<file path="src/rtl/cpg_pkg.sv">
// shared constants for the power-down and reset guard
package cpg_pkg;

   // ----------------------------------------------------------------
   // register map (byte addresses)
   // ----------------------------------------------------------------
   localparam logic [7:0] CPG_CTRL_OFS    = 8'h00;
   localparam logic [7:0] CPG_STATUS_OFS  = 8'h04;
   localparam logic [7:0] CPG_SLEW_OFS    = 8'h08;
   localparam logic [7:0] CPG_OECFG_OFS   = 8'h0c;
   localparam logic [7:0] CPG_LOADDAT_OFS = 8'h10;
   localparam logic [7:0] CPG_STATE_OFS   = 8'h14;
   localparam logic [7:0] CPG_SIG_OFS     = 8'h20;
   localparam int         CPG_SIG_WORDS   = 5;
   localparam int         CPG_SIG_BITS    = 160;

   // ----------------------------------------------------------------
   // field positions and reset values
   // ----------------------------------------------------------------
   localparam int CTRL_PD_EN_BIT  = 0;
   localparam int CTRL_LOAD_BIT   = 1;
   localparam int CTRL_FUSE_BIT   = 2;
   localparam int CTRL_CLRERR_BIT = 3;
   localparam int STAT_POR_BIT    = 0;
   localparam int STAT_DOWN_BIT   = 1;
   localparam int STAT_WAKE_BIT   = 2;
   localparam int STAT_FUSE_BIT   = 3;
   localparam int STAT_REFUSE_BIT = 4;
   localparam logic [31:0] CPG_ZERO_RST  = 32'h0000_0000;
   localparam logic [1:0]  CPG_RESP_OKAY = 2'h0;
   localparam logic [1:0]  CPG_RESP_SLV  = 2'h2;

   // ----------------------------------------------------------------
   // timing
   // ----------------------------------------------------------------
   localparam int CPG_CLK_MHZ   = 25;
   localparam int CPG_TPR_US    = 10;
   localparam int CPG_TWAKE_US  = 1;
   localparam int CPG_POR_CYC   = CPG_TPR_US * CPG_CLK_MHZ;
   localparam int CPG_WAKE_CYC  = CPG_TWAKE_US * CPG_CLK_MHZ;

   // ----------------------------------------------------------------
   // power state
   // ----------------------------------------------------------------
   typedef enum logic [3:0] {
      CPG_ST_POR  = 4'h1,
      CPG_ST_RUN  = 4'h2,
      CPG_ST_DOWN = 4'h4,
      CPG_ST_WAKE = 4'h8
   } cpg_state_t;

   function automatic logic [31:0] cpg_merge(input logic [31:0] old_w,
                                             input logic [31:0] new_w,
                                             input logic [3:0]  strb);
      logic [31:0] res;
      res = old_w;
      for (int i = 0; i < 4; i++) begin
         if (strb[i]) begin
            res[i*8 +: 8] = new_w[i*8 +: 8];
         end
      end
      return res;
   endfunction : cpg_merge

endpackage : cpg_pkg

</file>
<file path="src/rtl/cpg_powerdown_guard.sv">
// power-up clear, pin power-down, test load and security fuse core
//
// Local design decisions: the AXI4-Lite register port and the register addresses.
`timescale 1ns/1ns
module cpg_powerdown_guard
   import cpg_pkg::*;
#(
   parameter int          NMC         = 32,
   parameter int          POR_CYCLES  = CPG_POR_CYC,
   parameter int          WAKE_CYCLES = CPG_WAKE_CYC,
   parameter logic [159:0] SIG_INIT   = 160'h0 // arbitrary value
) (
   input  wire logic           aclk,
   input  wire logic           aresetn,
   input  wire logic [7:0]     s_axi_awaddr,
   input  wire logic           s_axi_awvalid,
   output logic                s_axi_awready,
   input  wire logic [31:0]    s_axi_wdata,
   input  wire logic [3:0]     s_axi_wstrb,
   input  wire logic           s_axi_wvalid,
   output logic                s_axi_wready,
   output logic [1:0]          s_axi_bresp,
   output logic                s_axi_bvalid,
   input  wire logic           s_axi_bready,
   input  wire logic [7:0]     s_axi_araddr,
   input  wire logic           s_axi_arvalid,
   output logic                s_axi_arready,
   output logic [31:0]         s_axi_rdata,
   output logic [1:0]          s_axi_rresp,
   output logic                s_axi_rvalid,
   input  wire logic           s_axi_rready,
   input  wire logic           sleep_hold_pin,
   input  wire logic [NMC-1:0] user_in,
   output logic [NMC-1:0]      user_out,
   output logic [NMC-1:0]      user_oe,
   output logic                sleep_term
);

   // pins fit one 32-bit word and the timers a 16-bit counter
   if (NMC < 1 || NMC > 32 || POR_CYCLES < 1 || WAKE_CYCLES < 1 ||
       POR_CYCLES > 65535 || WAKE_CYCLES > 65535) begin : g_bad_param
      $error("cpg_powerdown_guard: parameter out of range");
   end

   // ----------------------------------------------------------------
   // pin synchronisers
   // ----------------------------------------------------------------
   logic           sleep_m_r;
   logic           sleep_s_r;
   logic [NMC-1:0] in_m_r;
   logic [NMC-1:0] in_s_r;

   always_ff @(posedge aclk) begin
      if (!aresetn) begin
         sleep_m_r <= 1'b0;
         sleep_s_r <= 1'b0;
         in_m_r    <= '0;
         in_s_r    <= '0;
      end else begin
         sleep_m_r <= sleep_hold_pin;
         sleep_s_r <= sleep_m_r;
         in_m_r    <= user_in;
         in_s_r    <= in_m_r;
      end
   end

   // ----------------------------------------------------------------
   // register storage
   // ----------------------------------------------------------------
   logic           pd_en_r;
   logic           fuse_r;
   logic           refused_r;
   logic [NMC-1:0] slew_r;
   logic [NMC-1:0] oecfg_r;
   logic [NMC-1:0] loaddat_r;
   logic [31:0]    sig_r [CPG_SIG_WORDS];
   logic [NMC-1:0] mc_r;
   logic [NMC-1:0] pin_hold_r;
   logic [NMC-1:0] oe_r;
   cpg_state_t     state_r;
   cpg_state_t     state_nxt;
   logic [15:0]    cnt_r;

   // ----------------------------------------------------------------
   // bus decode
   // ----------------------------------------------------------------
   logic        aw_full_r;
   logic        w_full_r;
   logic [7:0]  awaddr_r;
   logic [31:0] wdata_r;
   logic [3:0]  wstrb_r;
   logic        bvalid_r;
   logic [1:0]  bresp_r;
   logic        rvalid_r;
   logic [31:0] rdata_r;
   logic [1:0]  rresp_r;

   wire        do_wr    = aw_full_r && w_full_r && !bvalid_r;
   wire        wr_ctrl  = do_wr && awaddr_r == CPG_CTRL_OFS;
   wire        wr_slew  = do_wr && awaddr_r == CPG_SLEW_OFS;
   wire        wr_oe    = do_wr && awaddr_r == CPG_OECFG_OFS;
   wire        wr_ld    = do_wr && awaddr_r == CPG_LOADDAT_OFS;
   wire [7:0]  wsig_off = awaddr_r - CPG_SIG_OFS;
   wire [7:0]  rsig_off = s_axi_araddr - CPG_SIG_OFS;
   wire        wr_sig   = do_wr && awaddr_r >= CPG_SIG_OFS &&
                          wsig_off < 8'(CPG_SIG_WORDS * 4) &&
                          awaddr_r[1:0] == 2'h0;
   wire        wr_ok    = wr_ctrl || wr_slew || wr_oe || wr_ld || wr_sig ||
                          (do_wr && awaddr_r == CPG_STATUS_OFS) ||
                          (do_wr && awaddr_r == CPG_STATE_OFS);
   wire [31:0] ctrl_new = cpg_merge(CPG_ZERO_RST, wdata_r, wstrb_r);

   // ----------------------------------------------------------------
   // power state machine
   // ----------------------------------------------------------------
   wire active   = state_r == CPG_ST_RUN;
   wire pd_req   = pd_en_r && sleep_s_r;
   wire cnt_done = cnt_r == 16'(POR_CYCLES - 1) && state_r == CPG_ST_POR ||
                   cnt_r == 16'(WAKE_CYCLES - 1) && state_r == CPG_ST_WAKE;

   always_comb begin
      case (state_r)
         CPG_ST_POR:  state_nxt = cnt_done ? CPG_ST_RUN : CPG_ST_POR;
         CPG_ST_RUN:  state_nxt = pd_req ? CPG_ST_DOWN : CPG_ST_RUN;
         CPG_ST_DOWN: state_nxt = pd_req ? CPG_ST_DOWN : CPG_ST_WAKE;
         CPG_ST_WAKE: state_nxt = pd_req   ? CPG_ST_DOWN :
                                  cnt_done ? CPG_ST_RUN  : CPG_ST_WAKE;
         default:     state_nxt = CPG_ST_POR;
      endcase
   end

   always_ff @(posedge aclk) begin
      if (!aresetn) begin
         state_r <= CPG_ST_POR;
         cnt_r   <= '0;
      end else begin
         state_r <= state_nxt;
         cnt_r   <= (state_nxt != state_r) ? 16'h0 : cnt_r + 16'h1;
      end
   end

   // the fuse bites in the very write that sets it
   wire fuse_eff = fuse_r || (wr_ctrl && ctrl_new[CTRL_FUSE_BIT]);
   wire load_req = wr_ctrl && ctrl_new[CTRL_LOAD_BIT];
   wire load_do  = load_req && !fuse_eff && active;

   // sleep pin term into the logic array: gone once the pin is the control
   assign sleep_term = sleep_s_r && !pd_en_r;

   // ----------------------------------------------------------------
   // macrocells, hold latches and enables
   // ----------------------------------------------------------------
   wire [NMC-1:0] mc_d = pin_hold_r | NMC'(sleep_term);

   always_ff @(posedge aclk) begin
      if (!aresetn || state_r == CPG_ST_POR) begin
         mc_r       <= '0;
         pin_hold_r <= '0;
         oe_r       <= '0;
      end else if (load_do) begin
         mc_r       <= loaddat_r;
      end else if (active) begin
         // nothing moves outside RUN, so wake resumes from held state
         mc_r       <= mc_d;
         pin_hold_r <= in_s_r;
         oe_r       <= oecfg_r;
      end
   end

   assign user_oe = oe_r;

   cpg_out_stage #(
      .NMC     (NMC)
   ) u_out (
      .aclk    (aclk),
      .aresetn (aresetn),
      .freeze  (!active),
      .fast    (slew_r),
      .d       (mc_r),
      .q       (user_out)
   );

   // ----------------------------------------------------------------
   // register writes
   // ----------------------------------------------------------------
   always_ff @(posedge aclk) begin
      if (!aresetn) begin
         pd_en_r   <= 1'b0;
         fuse_r    <= 1'b0;
         refused_r <= 1'b0;
         slew_r    <= '0;
         oecfg_r   <= '0;
         loaddat_r <= '0;
         for (int i = 0; i < CPG_SIG_WORDS; i++) begin
            sig_r[i] <= SIG_INIT[i*32 +: 32];
         end
      end else begin
         if (wr_ctrl) begin
            pd_en_r <= ctrl_new[CTRL_PD_EN_BIT];
         end
         if (fuse_eff) begin
            fuse_r <= 1'b1;
         end
         // a refusal in the clearing write still sets the flag
         if (load_req && !load_do) begin
            refused_r <= 1'b1;
         end else if (wr_ctrl && ctrl_new[CTRL_CLRERR_BIT]) begin
            refused_r <= 1'b0;
         end
         if (wr_slew) begin
            slew_r <= NMC'(cpg_merge(32'(slew_r), wdata_r, wstrb_r));
         end
         if (wr_oe) begin
            oecfg_r <= NMC'(cpg_merge(32'(oecfg_r), wdata_r, wstrb_r));
         end
         if (wr_ld) begin
            loaddat_r <= NMC'(cpg_merge(32'(loaddat_r), wdata_r, wstrb_r));
         end
         if (wr_sig && !fuse_r) begin
            sig_r[wsig_off[4:2]] <= cpg_merge(sig_r[wsig_off[4:2]],
                                              wdata_r, wstrb_r);
         end
      end
   end

   // ----------------------------------------------------------------
   // write channel
   // ----------------------------------------------------------------
   assign s_axi_awready = !aw_full_r && !bvalid_r;
   assign s_axi_wready  = !w_full_r && !bvalid_r;
   assign s_axi_bvalid  = bvalid_r;
   assign s_axi_bresp   = bresp_r;

   always_ff @(posedge aclk) begin
      if (!aresetn) begin
         aw_full_r <= 1'b0;
         w_full_r  <= 1'b0;
         awaddr_r  <= '0;
         wdata_r   <= '0;
         wstrb_r   <= '0;
         bvalid_r  <= 1'b0;
         bresp_r   <= CPG_RESP_OKAY;
      end else begin
         if (s_axi_awvalid && s_axi_awready) begin
            aw_full_r <= 1'b1;
            awaddr_r  <= s_axi_awaddr;
         end
         if (s_axi_wvalid && s_axi_wready) begin
            w_full_r <= 1'b1;
            wdata_r  <= s_axi_wdata;
            wstrb_r  <= s_axi_wstrb;
         end
         if (do_wr) begin
            aw_full_r <= 1'b0;
            w_full_r  <= 1'b0;
            bvalid_r  <= 1'b1;
            bresp_r   <= wr_ok ? CPG_RESP_OKAY : CPG_RESP_SLV;
         end else if (s_axi_bready) begin
            bvalid_r <= 1'b0;
         end
      end
   end

   // ----------------------------------------------------------------
   // read channel
   // ----------------------------------------------------------------
   wire [31:0] status_w = {27'h0, refused_r, fuse_r,
                           state_r == CPG_ST_WAKE, state_r == CPG_ST_DOWN,
                           state_r == CPG_ST_POR};
   // verify readback of configuration is blanked once the fuse is set
   wire [31:0] cfg_mask = fuse_r ? 32'h0 : 32'hffff_ffff;
   wire        rd_sig   = s_axi_araddr >= CPG_SIG_OFS &&
                          rsig_off < 8'(CPG_SIG_WORDS * 4) &&
                          s_axi_araddr[1:0] == 2'h0;
   wire        rd_ok    = rd_sig || s_axi_araddr == CPG_CTRL_OFS ||
                          s_axi_araddr == CPG_STATUS_OFS ||
                          s_axi_araddr == CPG_SLEW_OFS ||
                          s_axi_araddr == CPG_OECFG_OFS ||
                          s_axi_araddr == CPG_LOADDAT_OFS ||
                          s_axi_araddr == CPG_STATE_OFS;
   wire [31:0] rd_word  =
      s_axi_araddr == CPG_CTRL_OFS    ? {31'h0, pd_en_r} :
      s_axi_araddr == CPG_STATUS_OFS  ? status_w :
      s_axi_araddr == CPG_SLEW_OFS    ? 32'(slew_r) & cfg_mask :
      s_axi_araddr == CPG_OECFG_OFS   ? 32'(oecfg_r) & cfg_mask :
      s_axi_araddr == CPG_LOADDAT_OFS ? 32'(loaddat_r) & cfg_mask :
      s_axi_araddr == CPG_STATE_OFS   ? 32'(mc_r) & cfg_mask :
      rd_sig                          ? sig_r[rsig_off[4:2]] : 32'h0;

   assign s_axi_arready = !rvalid_r;
   assign s_axi_rvalid  = rvalid_r;
   assign s_axi_rdata   = rdata_r;
   assign s_axi_rresp   = rresp_r;

   always_ff @(posedge aclk) begin
      if (!aresetn) begin
         rvalid_r <= 1'b0;
         rdata_r  <= '0;
         rresp_r  <= CPG_RESP_OKAY;
      end else if (s_axi_arvalid && s_axi_arready) begin
         rvalid_r <= 1'b1;
         rdata_r  <= rd_word;
         rresp_r  <= rd_ok ? CPG_RESP_OKAY : CPG_RESP_SLV;
      end else if (s_axi_rready) begin
         rvalid_r <= 1'b0;
      end
   end

   // ----------------------------------------------------------------
   // checks
   // ----------------------------------------------------------------
   property p_por_low;
      @(posedge aclk) disable iff (!aresetn)
      state_r == CPG_ST_POR |=> user_out == '0 && mc_r == '0;
   endproperty
   a_por_low: assert property (p_por_low)
      else $error("outputs not low during power-up clear");

   property p_pd_enter;
      @(posedge aclk) disable iff (!aresetn)
      active && pd_en_r && sleep_s_r |=> state_r == CPG_ST_DOWN;
   endproperty
   a_pd_enter: assert property (p_pd_enter)
      else $error("sleep pin high did not enter power-down");

   property p_pd_off;
      @(posedge aclk) disable iff (!aresetn)
      !pd_en_r |-> state_r != CPG_ST_DOWN || $past(pd_en_r);
   endproperty
   a_pd_off: assert property (p_pd_off)
      else $error("power-down entered while feature disabled");

   property p_hold;
      @(posedge aclk) disable iff (!aresetn)
      state_r == CPG_ST_DOWN ##1 state_r == CPG_ST_DOWN
      |-> $stable(mc_r) && $stable(user_out);
   endproperty
   a_hold: assert property (p_hold)
      else $error("state moved during power-down");

   property p_oe_hold;
      @(posedge aclk) disable iff (!aresetn)
      state_r == CPG_ST_DOWN |=> $stable(user_oe);
   endproperty
   a_oe_hold: assert property (p_oe_hold)
      else $error("output enable changed during power-down");

   property p_in_block;
      @(posedge aclk) disable iff (!aresetn)
      !active && state_r != CPG_ST_POR |=> $stable(pin_hold_r);
   endproperty
   a_in_block: assert property (p_in_block)
      else $error("input reached logic while blocked");

   property p_sleep_term;
      @(posedge aclk) disable iff (!aresetn)
      active && pd_en_r && !load_do |=> mc_r == $past(pin_hold_r);
   endproperty
   a_sleep_term: assert property (p_sleep_term)
      else $error("sleep pin array input visible");

   property p_slow;
      @(posedge aclk) disable iff (!aresetn)
      active ##1 (active && !slew_r[0]) ##1 !slew_r[0]
      |-> user_out[0] == $past(mc_r[0], 2);
   endproperty
   a_slow: assert property (p_slow)
      else $error("slow output timing wrong");

   property p_fuse;
      @(posedge aclk) disable iff (!aresetn)
      load_req && fuse_r |=> refused_r && ($stable(mc_r) || $past(active));
   endproperty
   a_fuse: assert property (p_fuse)
      else $error("test load not refused under fuse");

   property p_load;
      @(posedge aclk) disable iff (!aresetn)
      load_do |=> mc_r == $past(loaddat_r);
   endproperty
   a_load: assert property (p_load)
      else $error("test load did not force the macrocells");

   property p_resume;
      @(posedge aclk) disable iff (!aresetn)
      state_r == CPG_ST_DOWN ##1 state_r == CPG_ST_WAKE |-> $stable(mc_r);
   endproperty
   a_resume: assert property (p_resume)
      else $error("held state altered on leaving power-down");

   c_enter: cover property (@(posedge aclk) disable iff (!aresetn)
      active ##1 state_r == CPG_ST_DOWN);
   c_wake:  cover property (@(posedge aclk) disable iff (!aresetn)
      state_r == CPG_ST_WAKE ##1 active);
   c_load:  cover property (@(posedge aclk) disable iff (!aresetn)
      load_do);
   c_refuse: cover property (@(posedge aclk) disable iff (!aresetn)
      load_req && fuse_r);

endmodule : cpg_powerdown_guard

</file>
<file path="src/rtl/cpg_out_stage.sv">
// output stage with per-pin slow or fast edge timing
`timescale 1ns/1ns
module cpg_out_stage #(
   parameter int NMC = 32
) (
   input  wire logic           aclk,
   input  wire logic           aresetn,
   input  wire logic           freeze,
   input  wire logic [NMC-1:0] fast,
   input  wire logic [NMC-1:0] d,
   output logic      [NMC-1:0] q
);

   logic [NMC-1:0] q1_r;
   logic [NMC-1:0] q2_r;
   logic [NMC-1:0] fast_r;

   // ----------------------------------------------------------------
   // stage registers, frozen with the core
   // ----------------------------------------------------------------
   always_ff @(posedge aclk) begin
      if (!aresetn) begin
         q1_r   <= '0;
         q2_r   <= '0;
         fast_r <= '0;
      end else if (!freeze) begin
         q1_r   <= d;
         q2_r   <= q1_r;
         // slew follows its setting only while running, so a write
         // during power-down cannot move a held pin
         fast_r <= fast;
      end
   end

   // slow pins pay one extra cycle, the stand-in for the edge adder
   generate
      for (genvar i = 0; i < NMC; i++) begin : g_pin
         assign q[i] = fast_r[i] ? q1_r[i] : q2_r[i];
      end
   endgenerate

endmodule : cpg_out_stage

</file>
<file path="config.mk">
export PLATFORM = sky130hd
export DESIGN_NAME = cpg_powerdown_guard
export DESIGN_NICKNAME = d
export VERILOG_FILES = /design/src/rtl/cpg_pkg.sv /design/src/rtl/cpg_powerdown_guard.sv /design/src/rtl/cpg_out_stage.sv
export SDC_FILE = /design/constraint.sdc
export NUM_CORES = 1
export LEC_CHECK = 0
export BUFFER_PORTS_ARGS = -buffer_cell sky130_fd_sc_hd__buf_2
export CAP_MARGIN = 20
export CORE_ASPECT_RATIO = 1.4
export CORE_MARGIN = 3
export CORE_UTILIZATION = 45
export DETAILED_ROUTE_END_ITERATION = 10
export REMOVE_ABC_BUFFERS = 1
export SKIP_LAST_GASP = 1
export SLEW_MARGIN = 30
export SYNTH_ARGS = -nofsm -noshare
export SYNTH_HDL_FRONTEND = slang
export SYNTH_HIERARCHICAL = 1
export SYNTH_SLANG_ARGS = --single-unit
</file>
<file path="constraint.sdc">
create_clock -name aclk -period 5.9 [get_ports aclk]
set_input_delay 1.18 -clock aclk [delete_from_list [all_inputs] [get_ports aclk]]
set_output_delay 1.18 -clock aclk [all_outputs]
set_load 0.02 [all_outputs]
</file>
==> results of run 1 <==
==> power by group through the flow <==
stage / Clock, W / Combinational, W / Sequential, W
after floorplan: 0 / 0.000220 / 0.00457
after global placement: 0 / 0.000434 / 0.00460
after detailed placement: 0 / 0.000441 / 0.00461
after CTS: 0.00399 / 0.000442 / 0.00451
after global routing: 0.00415 / 0.000479 / 0.00452
final: 0.00391 / 0.000443 / 0.00451
==> cell families (layout without fill, tap and decap cells) <==
kind of cell,after synthesis,in the layout
simple gates,854,854
mux,253,253
other cells,1,3
flops,619,619
xor+xnor,16,16
compound gates,707,707
buf+inv,227,367
fa+ha+maj,5,5
==> placed cells by master (no fill, tap or decap), types with 8 or more instances in the layout <==
| master | instances |
|---|---|
| o21bai_1 | 25 |
| nor2b_1 | 104 |
| o31ai_1 | 26 |
| xnor2_1 | 8 |
| buf_4 | 33 |
| a21oi_1 | 266 |
| a21o_1 | 30 |
| inv_1 | 20 |
| nand3_1 | 53 |
| edfxtp_1 | 160 |
| o21ai_1 | 20 |
| clkbuf_16 | 62 |
| nand2_1 | 302 |
| a22oi_1 | 29 |
| buf_2 | 192 |
| mux2_2 | 35 |
| dfxtp_1 | 459 |
| xor2_1 | 8 |
| mux2i_1 | 214 |
| a31oi_1 | 32 |
| and2_1 | 230 |
| nor3_1 | 21 |
| nand4_1 | 12 |
| nor2_1 | 86 |
| clkinv_2 | 14 |
| clkinv_1 | 9 |
| o21ai_0 | 223 |
| a32oi_1 | 26 |
==> area by class of cell <==
cell class | instances | area (um^2) | share of cell area
timing repair buffer | 232 | 1350 | 0.0456
sequential | 619 | 14000 | 0.471
multi-input combinational | 1837 | 11300 | 0.381
tap | 742 | 928 | 0.0313
clock buffer | 75 | 1650 | 0.0556
antenna | 1 | 2.50 | 0.0000843
clock inverter | 37 | 353 | 0.0119
inverter | 23 | 93.8 | 0.00316
==> metrics by stage <==
stage               total power [W]  instances  hold slack (ns)  utilization
global placement            0.00504       3449            0.421        0.478
global route                0.00915       3566            0.450        0.515
detailed placement          0.00505       3452            0.419        0.480
CTS                         0.00895       3564            0.435        0.514
floorplan                   0.00479       2479            0.412            -
finish                      0.00886       3566            0.433        0.515
==> per-layer routing <==
metal,global-route usage,wire [um],vias up
li1,-,-,9594
met1,0.312,32000,9826
met2,0.436,38400,643
met3,0.0370,4600,152
met4,0.0821,2450,0
met5,0,0,-
==> final timing paths <==
kind,from,end
worst max register to register,awaddr_r[5],sig_r[3][30]
worst min register to register,in_m_r[3],in_s_r[3]
worst max-delay path,s_axi_araddr[6],s_axi_rdata[31]
worst min-delay path,in_m_r[3],in_s_r[3]
==> worst reg2reg max path, stage by stage, from the launching register on <==
cell,delay [ns]
dfxtp_1,0.39
inv_1,0.06
ha_1,0.20
xnor2_1,0.18
and4_1,0.40
nand4_1,0.47
o21ai_1,0.73
==> results.py, run 1 <==
metrics = {
    "status": {
        "status": "completed",
    },
    "timing": {
        "rsz0062_at_grt": "no",
        "hold_viol": 0,
        "tns_ns": 0,
        "period_minus_slack_ns": 3.11,
        "slew_viol_final": 0,
        "relSlewSlack": 0.363,
        "period_share": 0.528,
        "finalSetupViolCount": 0,
        "fin_skew_ns": 0.0248,
        "fmax_ghz": 0.321,
        "setup_ws_ns": 2.79,
        "tightestPinTransition_ns": 0.956,
    },
    "logic_synthesis": {
        "yosys.area_share.adder": 0.00239,
        "muxShareOfSynthArea": 0.100,
        "synth_top_family_by_area": "simple AND/OR/NAND/NOR gates",
        "ys_ff_latch": 619,
        "synth_xor_area_frac": 0.00534,
        "syn_area_um2": 26200,
        "synth_common_cells": "dfxtp_1 (459), nand2_1 (303), a21oi_1 (267)",
        "synth_area_leader_cell": "dfxtp_1",
        "synthDistinctLibCells": 64,
        "async_flop_share": 0,
        "syn_inst": 2682,
        "synth-compound-area-share": 0.155,
        "synth_flop_cell": "dfxtp_1",
        "yosys-top-cells-area": "dfxtp_1 (35%), edfxtp_1 (18%), mux2i_1 (8.2%), and2_1 (5.5%), a21oi_1 (5.1%)",
        "yosys_warnings": 6,
        "synth_edf_count": 160,
        "avgSynthCellArea_um2": 9.78,
        "yosysMostFrequentCell": "dfxtp_1",
        "synth_simple_gate_area_frac": 0.165,
        "synth.yosys.seq_area_share": 0.534,
        "yosys.area.top_type_share": 0.350,
    },
    "finish": {
        "nNetsFinal": 2869,
        "fillers": 5283,
        "fin_area_um2": 29700,
        "largest_reg_flops": 160,
        "drive_gt1_frac": 0.138,
        "largest_register": "sig_r",
        "syn_to_final_growth_pct": 13.2,
    },
    "clocking": {
        "cts_tree": "built",
        "clk_latency_ns": 0.63,
        "cts_hold_buf": 0,
        "clockBufferDepth": 3,
        "clkTransAtPathRegs_ns": 0.06,
        "clock-sinks": 619,
        "post_cts_resize_count": 0,
        "postCtsSetupBuffers": 0,
        "numCtsBuffers": 59,
        "cts_root_buffer": "clkbuf_16",
        "cts_htree_levels": 2,
    },
    "floorplanning": {
        "std_cell_rows": 104,
        "die_h_um": 292,
        "io_pins": 198,
        "fp.dieArea_um2": 61300,
        "start_util": 0.455,
        "die_w_um": 210,
        "core_area_um2": 57600,
    },
    "setup_path": {
        "crit_family": "simple AND/OR/NAND/NOR gates",
        "path_cells": "buf_2 -> or4_4 -> or2_4 -> nor4_4 -> buf_4 -> a22oi_1 -> o31ai_1",
        "rr_worst_depth": 6,
        "start_kind": "input pin",
        "rrSetupSlack_ns": 3.10,
        "required_ns": 6.44,
        "critPathSlowestCell": "nor4_4",
        "crit_buf_inv": 2,
        "cp.depth": 7,
        "critPathCaptureType": "register",
        "cpPeakStageDelay_ns": 0.68,
        "crit_arrival_ns": 3.65,
        "crit_type": "input pin to register",
        "worstPathMaxFanout": 30,
    },
    "placement": {
        "pre_cts_ws_ns": 2.14,
        "gp_congestion": 0.850,
        "portBuffers": 195,
        "place_area_um2": 27600,
        "dp_hpwl_mm": 50.5,
    },
    "global_route": {
        "grt_usage": 0.248,
        "grt_antenna_before_repair": 1,
        "grt_pass1_vias": 20300,
        "grt_pass1_wl_mm": 119,
        "globalRouteOverflowTotal": 0,
        "grt_max_degree": 100,
    },
    "power": {
        "clock_power_share": 0.441,
        "peakVddDrop_v": 0.000251,
        "p_per_area_nw_per_um2": 299,
        "p_seq_frac": 0.509,
        "p_leak_nw": 11.7,
        "pwr-share-comb": 0.050,
        "internal-power_w": 0.00681,
        "swShare": 0.231,
        "p_sw_w": 0.00205,
    },
    "detailed_routing": {
        "drt_iter0_drc": 1568,
        "drc_errors": 0,
        "wl_per_cell_um": 21.7,
        "ant_nets": 0,
        "wirelength_mm": 77.5,
        "via_per_inst": 5.67,
        "via_count": 20200,
        "dr.pass1.iters": 7,
    },
    "hold_path": {
        "hold_depth": 1,
        "min_path_type": "register to register",
    },
    "job": {
        "drv_cap": 0,
    },
}
(Power assumes the default switching activity.)
==> run 2: changes to the inputs <==
clock period = 2.7 ns   (was 5.9 ns; I/O delays follow)
==> run 2 against run 1 <==
Worst hold slack got worse by 0.32 ns. Combinational power rose by 130%. Setup slack got worse by 2.6 ns. Non-clock buffer count rose by 59. Utilization rose by 1.1 points. Via count rose by 1.8%. Wire length rose by 0.99%. Register-to-register slack got worse by 2.9 ns. Final area rose by 2.2%. Largest power group unchanged.
==> results.py, run 2 (synthesis gave the netlist of run 1 again) <==
metrics = {
    "status": {
        "status": "completed",
    },
    "global_route": {
        "grt_antenna_before_repair": 1,
        "grt_pass1_vias": 20500,
        "grt_max_degree": 72,
        "grt_usage": 0.249,
        "globalRouteOverflowTotal": 0,
        "grt_pass1_wl_mm": 120,
    },
    "clocking": {
        "clkTransAtPathRegs_ns": 0.06,
        "cts_root_buffer": "clkbuf_16",
        "clk_latency_ns": 0.63,
        "postCtsSetupBuffers": 0,
        "numCtsBuffers": 60,
        "post_cts_resize_count": 0,
        "cts_hold_buf": 0,
        "cts_htree_levels": 2,
        "cts_tree": "built",
        "clockBufferDepth": 3,
        "clock-sinks": 619,
    },
    "placement": {
        "gp_congestion": 0.870,
        "dp_hpwl_mm": 52.6,
        "portBuffers": 195,
        "dp.cells": 3512,
    },
    "floorplanning": {
        "std_cell_rows": 104,
        "start_util": 0.455,
        "fp.dieArea_um2": 61300,
        "die_h_um": 292,
        "die_w_um": 210,
        "io_pins": 198,
        "core_area_um2": 57600,
    },
    "detailed_routing": {
        "wirelength_mm": 78.3,
        "drc_errors": 0,
        "ant_nets": 0,
        "dr.pass1.iters": 6,
        "drt_iter0_drc": 1588,
        "wl_per_cell_um": 21.6,
        "via_count": 20600,
        "via_per_inst": 5.67,
    },
    "finish": {
        "multiInputGateArea_um2": 11300,
        "drive_gt1_frac": 0.157,
        "syn_to_final_growth_pct": 15.6,
        "layout_common_cells": "dfxtp_1 (459), nand2_1 (302), a21oi_1 (266)",
        "regArea_um2": 14000,
        "layout_commonest_cell": "dfxtp_1",
        "largest_reg_flops": 160,
        "nNetsFinal": 2929,
        "final_cells": 3628,
        "largest_register": "sig_r",
        "fillers": 5239,
    },
    "power": {
        "internal-power_w": 0.0153,
        "peakVddDrop_v": 0.000511,
        "p_sw_w": 0.00448,
        "p_leak_nw": 12.1,
        "p_per_area_nw_per_um2": 652,
        "swShare": 0.226,
        "pwr-share-comb": 0.052,
        "p_seq_frac": 0.498,
        "clock_power_share": 0.450,
    },
    "setup_path": {
        "worstPathMaxFanout": 10,
        "critPathCaptureType": "register",
        "crit_type": "register to register",
        "start_kind": "register",
        "crit_arrival_ns": 2.97,
        "required_ns": 3.18,
    },
    "timing": {
        "tns_ns": 0,
        "relSlewSlack": 0.417,
        "finalSetupViolCount": 0,
        "fmax_ghz": 0.403,
        "period_share": 0.920,
        "fin_skew_ns": 0.0232,
        "slew_viol_final": 0,
        "tightestPinTransition_ns": 0.875,
        "hold_viol": 0,
        "period_minus_slack_ns": 2.48,
        "rsz0062_at_grt": "no",
    },
    "job": {
        "drv_cap": 0,
    },
    "hold_path": {
        "min_path_type": "input pin to register",
    },
}
## run 2: changes by cell type in the layout (fill, tap and decap cells not counted), moves of 8 or more
cell,before,now
o21ai_1,20,0
o21ai_0,223,243
buf_4,33,83
buf_12,2,15
clkinv_1,9,0
clkbuf_8,5,13
## run 2: layout make-up
cell class | count | share of cell area
Antenna cell | 2 | 0.000165
Clock buffer | 96 | 0.0633
Clock inverter | 18 | 0.00677
Inverter | 23 | 0.00309
Multi-Input combinational cell | 1837 | 0.372
Sequential cell | 619 | 0.461
Tap cell | 742 | 0.0306
Timing Repair Buffer | 291 | 0.0625
## run 2: routing by layer
layer	vias up	wire length (um)	GRT usage
li1	9740	-	-
met1	9986	31800	0.308
met2	694	39600	0.441
met3	149	4480	0.0387
met4	0	2380	0.0856
met5	-	0	0
## run 2: final timing paths
| check | startpoint | endpoint | slack (ns) | depth (start not counted) |
|---|---|---|---|---|
| max | awaddr_r[5] | sig_r[3][31] | 0.22 | 7 |
| min | sleep_hold_pin | sleep_m_r | 0.11 | 2 |
| max reg2reg | awaddr_r[5] | sig_r[3][31] | 0.22 | 7 |
| min reg2reg | in_m_r[23] | in_s_r[23] | 0.43 | 1 |
## run 2: per-stage QoR
stage          cell area [um^2]  setup slack, ns  power [W]  hold slack [ns]  utilization
2_1_floorplan             25300            -4.34     0.0105            0.412            -
3_3_place_gp              28200            0.214     0.0110            0.418        0.489
3_5_place_dp              28200            0.187     0.0111            0.418        0.489
4_1_cts                   30300            0.249     0.0199           0.0835        0.526
5_1_grt                   30300          0.00759     0.0204           0.0958        0.526
6_report                  30300            0.217     0.0198            0.114        0.526
## run 2: power groups by stage
stage	Clock (W)	Combinational, W	Sequential [W]
floorplan	0	0.000481	0.00998
global placement	0	0.00101	0.0100
detailed placement	0	0.00102	0.0100
CTS	0.00906	0.00102	0.00983
global route	0.00944	0.00111	0.00985
finish	0.00890	0.00103	0.00984
## run 2: worst max-delay path, stage by stage (launching register included)
cell and delay [ns]:
dfxtp_1 0.38, inv_1 0.06, ha_1 0.20, xnor2_1 0.18
and4_1 0.38, nand4_1 0.39, nor2_1 0.54, and2_1 0.21
==> run 3: changes to the inputs <==
CELL_PAD_IN_SITES_DETAIL_PLACEMENT = 1   (was not set)
CELL_PAD_IN_SITES_GLOBAL_PLACEMENT = 1   (was not set)
CORE_UTILIZATION = 42   (was 45)
PLACE_DENSITY = 0.85   (was not set)
==> run 3 against run 2 <==
Die area up 7.0%. Clock skew up 0.0013 ns. Via count up 5.1%. Utilization down 3.2 points. Global-route usage up 1.4 points. Wire length up 13%. Total power down 0.87%. Flip-flop and latch count unchanged. First-iteration DRC count up 11%. Clock-buffer cell count down 21. Non-clock buffer count up 3. Clock power down 2.6%. Critical path type unchanged. Critical endpoint is now sig_r[1][8].
==> results.py, run 3 (synthesis gave the netlist of run 1 again) <==
metrics = {
    "setup_path": {
        "r2r_start": "s_axi_bvalid",
        "start_kind": "register",
        "crit_type": "register to register",
        "worstPathMaxFanout": 10,
        "crit_arrival_ns": 3.12,
        "crit_start": "s_axi_bvalid",
        "critPathCaptureType": "register",
        "required_ns": 3.18,
    },
    "global_route": {
        "grt_usage": 0.263,
        "grt_antenna_before_repair": 1,
        "globalRouteOverflowTotal": 0,
        "grt_pass1_wl_mm": 135,
        "grt_pass1_vias": 23300,
        "grt_max_degree": 151,
    },
    "clocking": {
        "clock-sinks": 619,
        "cts_hold_buf": 0,
        "cts_htree_levels": 2,
        "numCtsBuffers": 58,
        "post_cts_resize_count": 0,
        "cts_tree": "built",
        "postCtsSetupBuffers": 0,
        "cts_root_buffer": "clkbuf_16",
        "clk_latency_ns": 0.64,
        "clockBufferDepth": 3,
        "clkTransAtPathRegs_ns": 0.07,
    },
    "finish": {
        "layout_common_cells": "dfxtp_1 (459), nand2_1 (302), a21oi_1 (266)",
        "nNetsFinal": 2930,
        "drive_gt1_frac": 0.155,
        "layout_commonest_cell": "dfxtp_1",
        "largest_reg_flops": 160,
        "diodes": 0,
        "largest_register": "sig_r",
        "syn_to_final_growth_pct": 15.4,
        "final_cells": 3697,
        "fillers": 6932,
    },
    "detailed_routing": {
        "drt_iter0_drc": 1766,
        "ant_nets": 0,
        "dr.pass1.iters": 8,
        "wirelength_mm": 88.2,
        "drc_errors": 0,
        "via_count": 21600,
        "via_per_inst": 5.85,
        "wl_per_cell_um": 23.9,
    },
    "timing": {
        "period_share": 0.976,
        "rsz0062_at_grt": "yes",
        "period_minus_slack_ns": 2.63,
        "slew_viol_final": 0,
        "hold_viol": 0,
        "fin_skew_ns": 0.0245,
        "setup_ws_ns": 0.0658,
        "fmax_ghz": 0.380,
        "finalSetupViolCount": 0,
        "tightestPinTransition_ns": 0.954,
        "relSlewSlack": 0.364,
    },
    "floorplanning": {
        "io_pins": 198,
        "core_area_um2": 61300,
        "std_cell_rows": 107,
        "die_h_um": 302,
        "fp.dieArea_um2": 65500,
        "start_util": 0.428,
        "die_w_um": 217,
    },
    "power": {
        "p_per_area_nw_per_um2": 647,
        "peakVddDrop_v": 0.000470,
        "internal-power_w": 0.0151,
        "p_sw_w": 0.00454,
        "p_leak_nw": 12.0,
        "pwr-share-comb": 0.054,
        "p_seq_frac": 0.503,
        "swShare": 0.232,
        "clock_power_share": 0.443,
    },
    "hold_path": {
        "hp-start": "user_in[16]",
        "min_path_type": "input pin to register",
    },
    "placement": {
        "pre_cts_ws_ns": 0.205,
        "dp.cells": 3590,
        "dp_hpwl_mm": 59.6,
        "portBuffers": 195,
        "gp_congestion": 0.867,
    },
    "status": {
        "status": "completed",
    },
    "job": {
        "drv_cap": 0,
    },
}
==> run 3: cell count changes in the layout (fill, tap and decap cells not counted), sizes merged <==
cell / previous run / this run
clkinvlp: 2 / 6
diode: 2 / 0
buf: 291 / 294
clkinv: 8 / 16
clkbuf: 96 / 75
inv: 27 / 25
bufinv: 4 / 8
==> run 3: routing by layer <==
metal	share of wire	track usage	vias to the layer above
met2	0.51	0.477	835
met1	0.38	0.296	10800
met5	0	0	-
li1	-	-	9715
met4	0.057	0.141	0
met3	0.056	0.0389	278
==> run 3: metrics by stage <==
| step | hold slack [ns] | power [W] | util | cell area [um^2] | TNS (ns) |
|---|---|---|---|---|---|
| global route | 0.100 | 0.0202 | 0.494 | 30300 | -0.00775 |
| finish | 0.111 | 0.0196 | 0.494 | 30300 | 0 |
| CTS | 0.0918 | 0.0197 | 0.494 | 30300 | 0 |
| global placement | 0.420 | 0.0110 | 0.461 | 28300 | 0 |
| floorplan | 0.412 | 0.0105 | - | 25300 | -642.19 |
| detailed placement | 0.422 | 0.0111 | 0.461 | 28300 | 0 |
==> run 3: final timing paths <==
kind	endpoint	slack, ns	cells past startpoint
hold / removal	in_m_r[16]	0.11	2
hold reg to reg	in_s_r[1]	0.44	1
setup / recovery	sig_r[1][8]	0.07	5
setup reg to reg	sig_r[1][8]	0.07	5
==> run 3: worst max-delay path: stages, from the launching register on <==
cell and delay [ns]:
dfxtp_1 0.37, and3b_1 0.52, and2_1 0.30, nand4_1 0.39, nor2_1 0.66, and2_1 0.24
==> run 3: area by class of cell <==
type / count / area, um^2 / share of cell area
tap: 817 / 1020 / 0.0338
multi-input combinational: 1837 / 11300 / 0.372
inverter: 23 / 93.8 / 0.00310
clock buffer: 75 / 1640 / 0.0542
clock inverter: 32 / 362 / 0.0119
sequential: 619 / 14000 / 0.462
timing repair buffer: 294 / 1880 / 0.0621
==> run 3: power by group through the flow <==
stage	clock network, W	registers [W]	logic [W]
after CTS	0.00877	0.00985	0.00105
after global placement	0	0.0100	0.000994
after global routing	0.00916	0.00987	0.00114
after floorplan	0	0.00998	0.000481
after detailed placement	0	0.0101	0.00104
final	0.00867	0.00986	0.00106
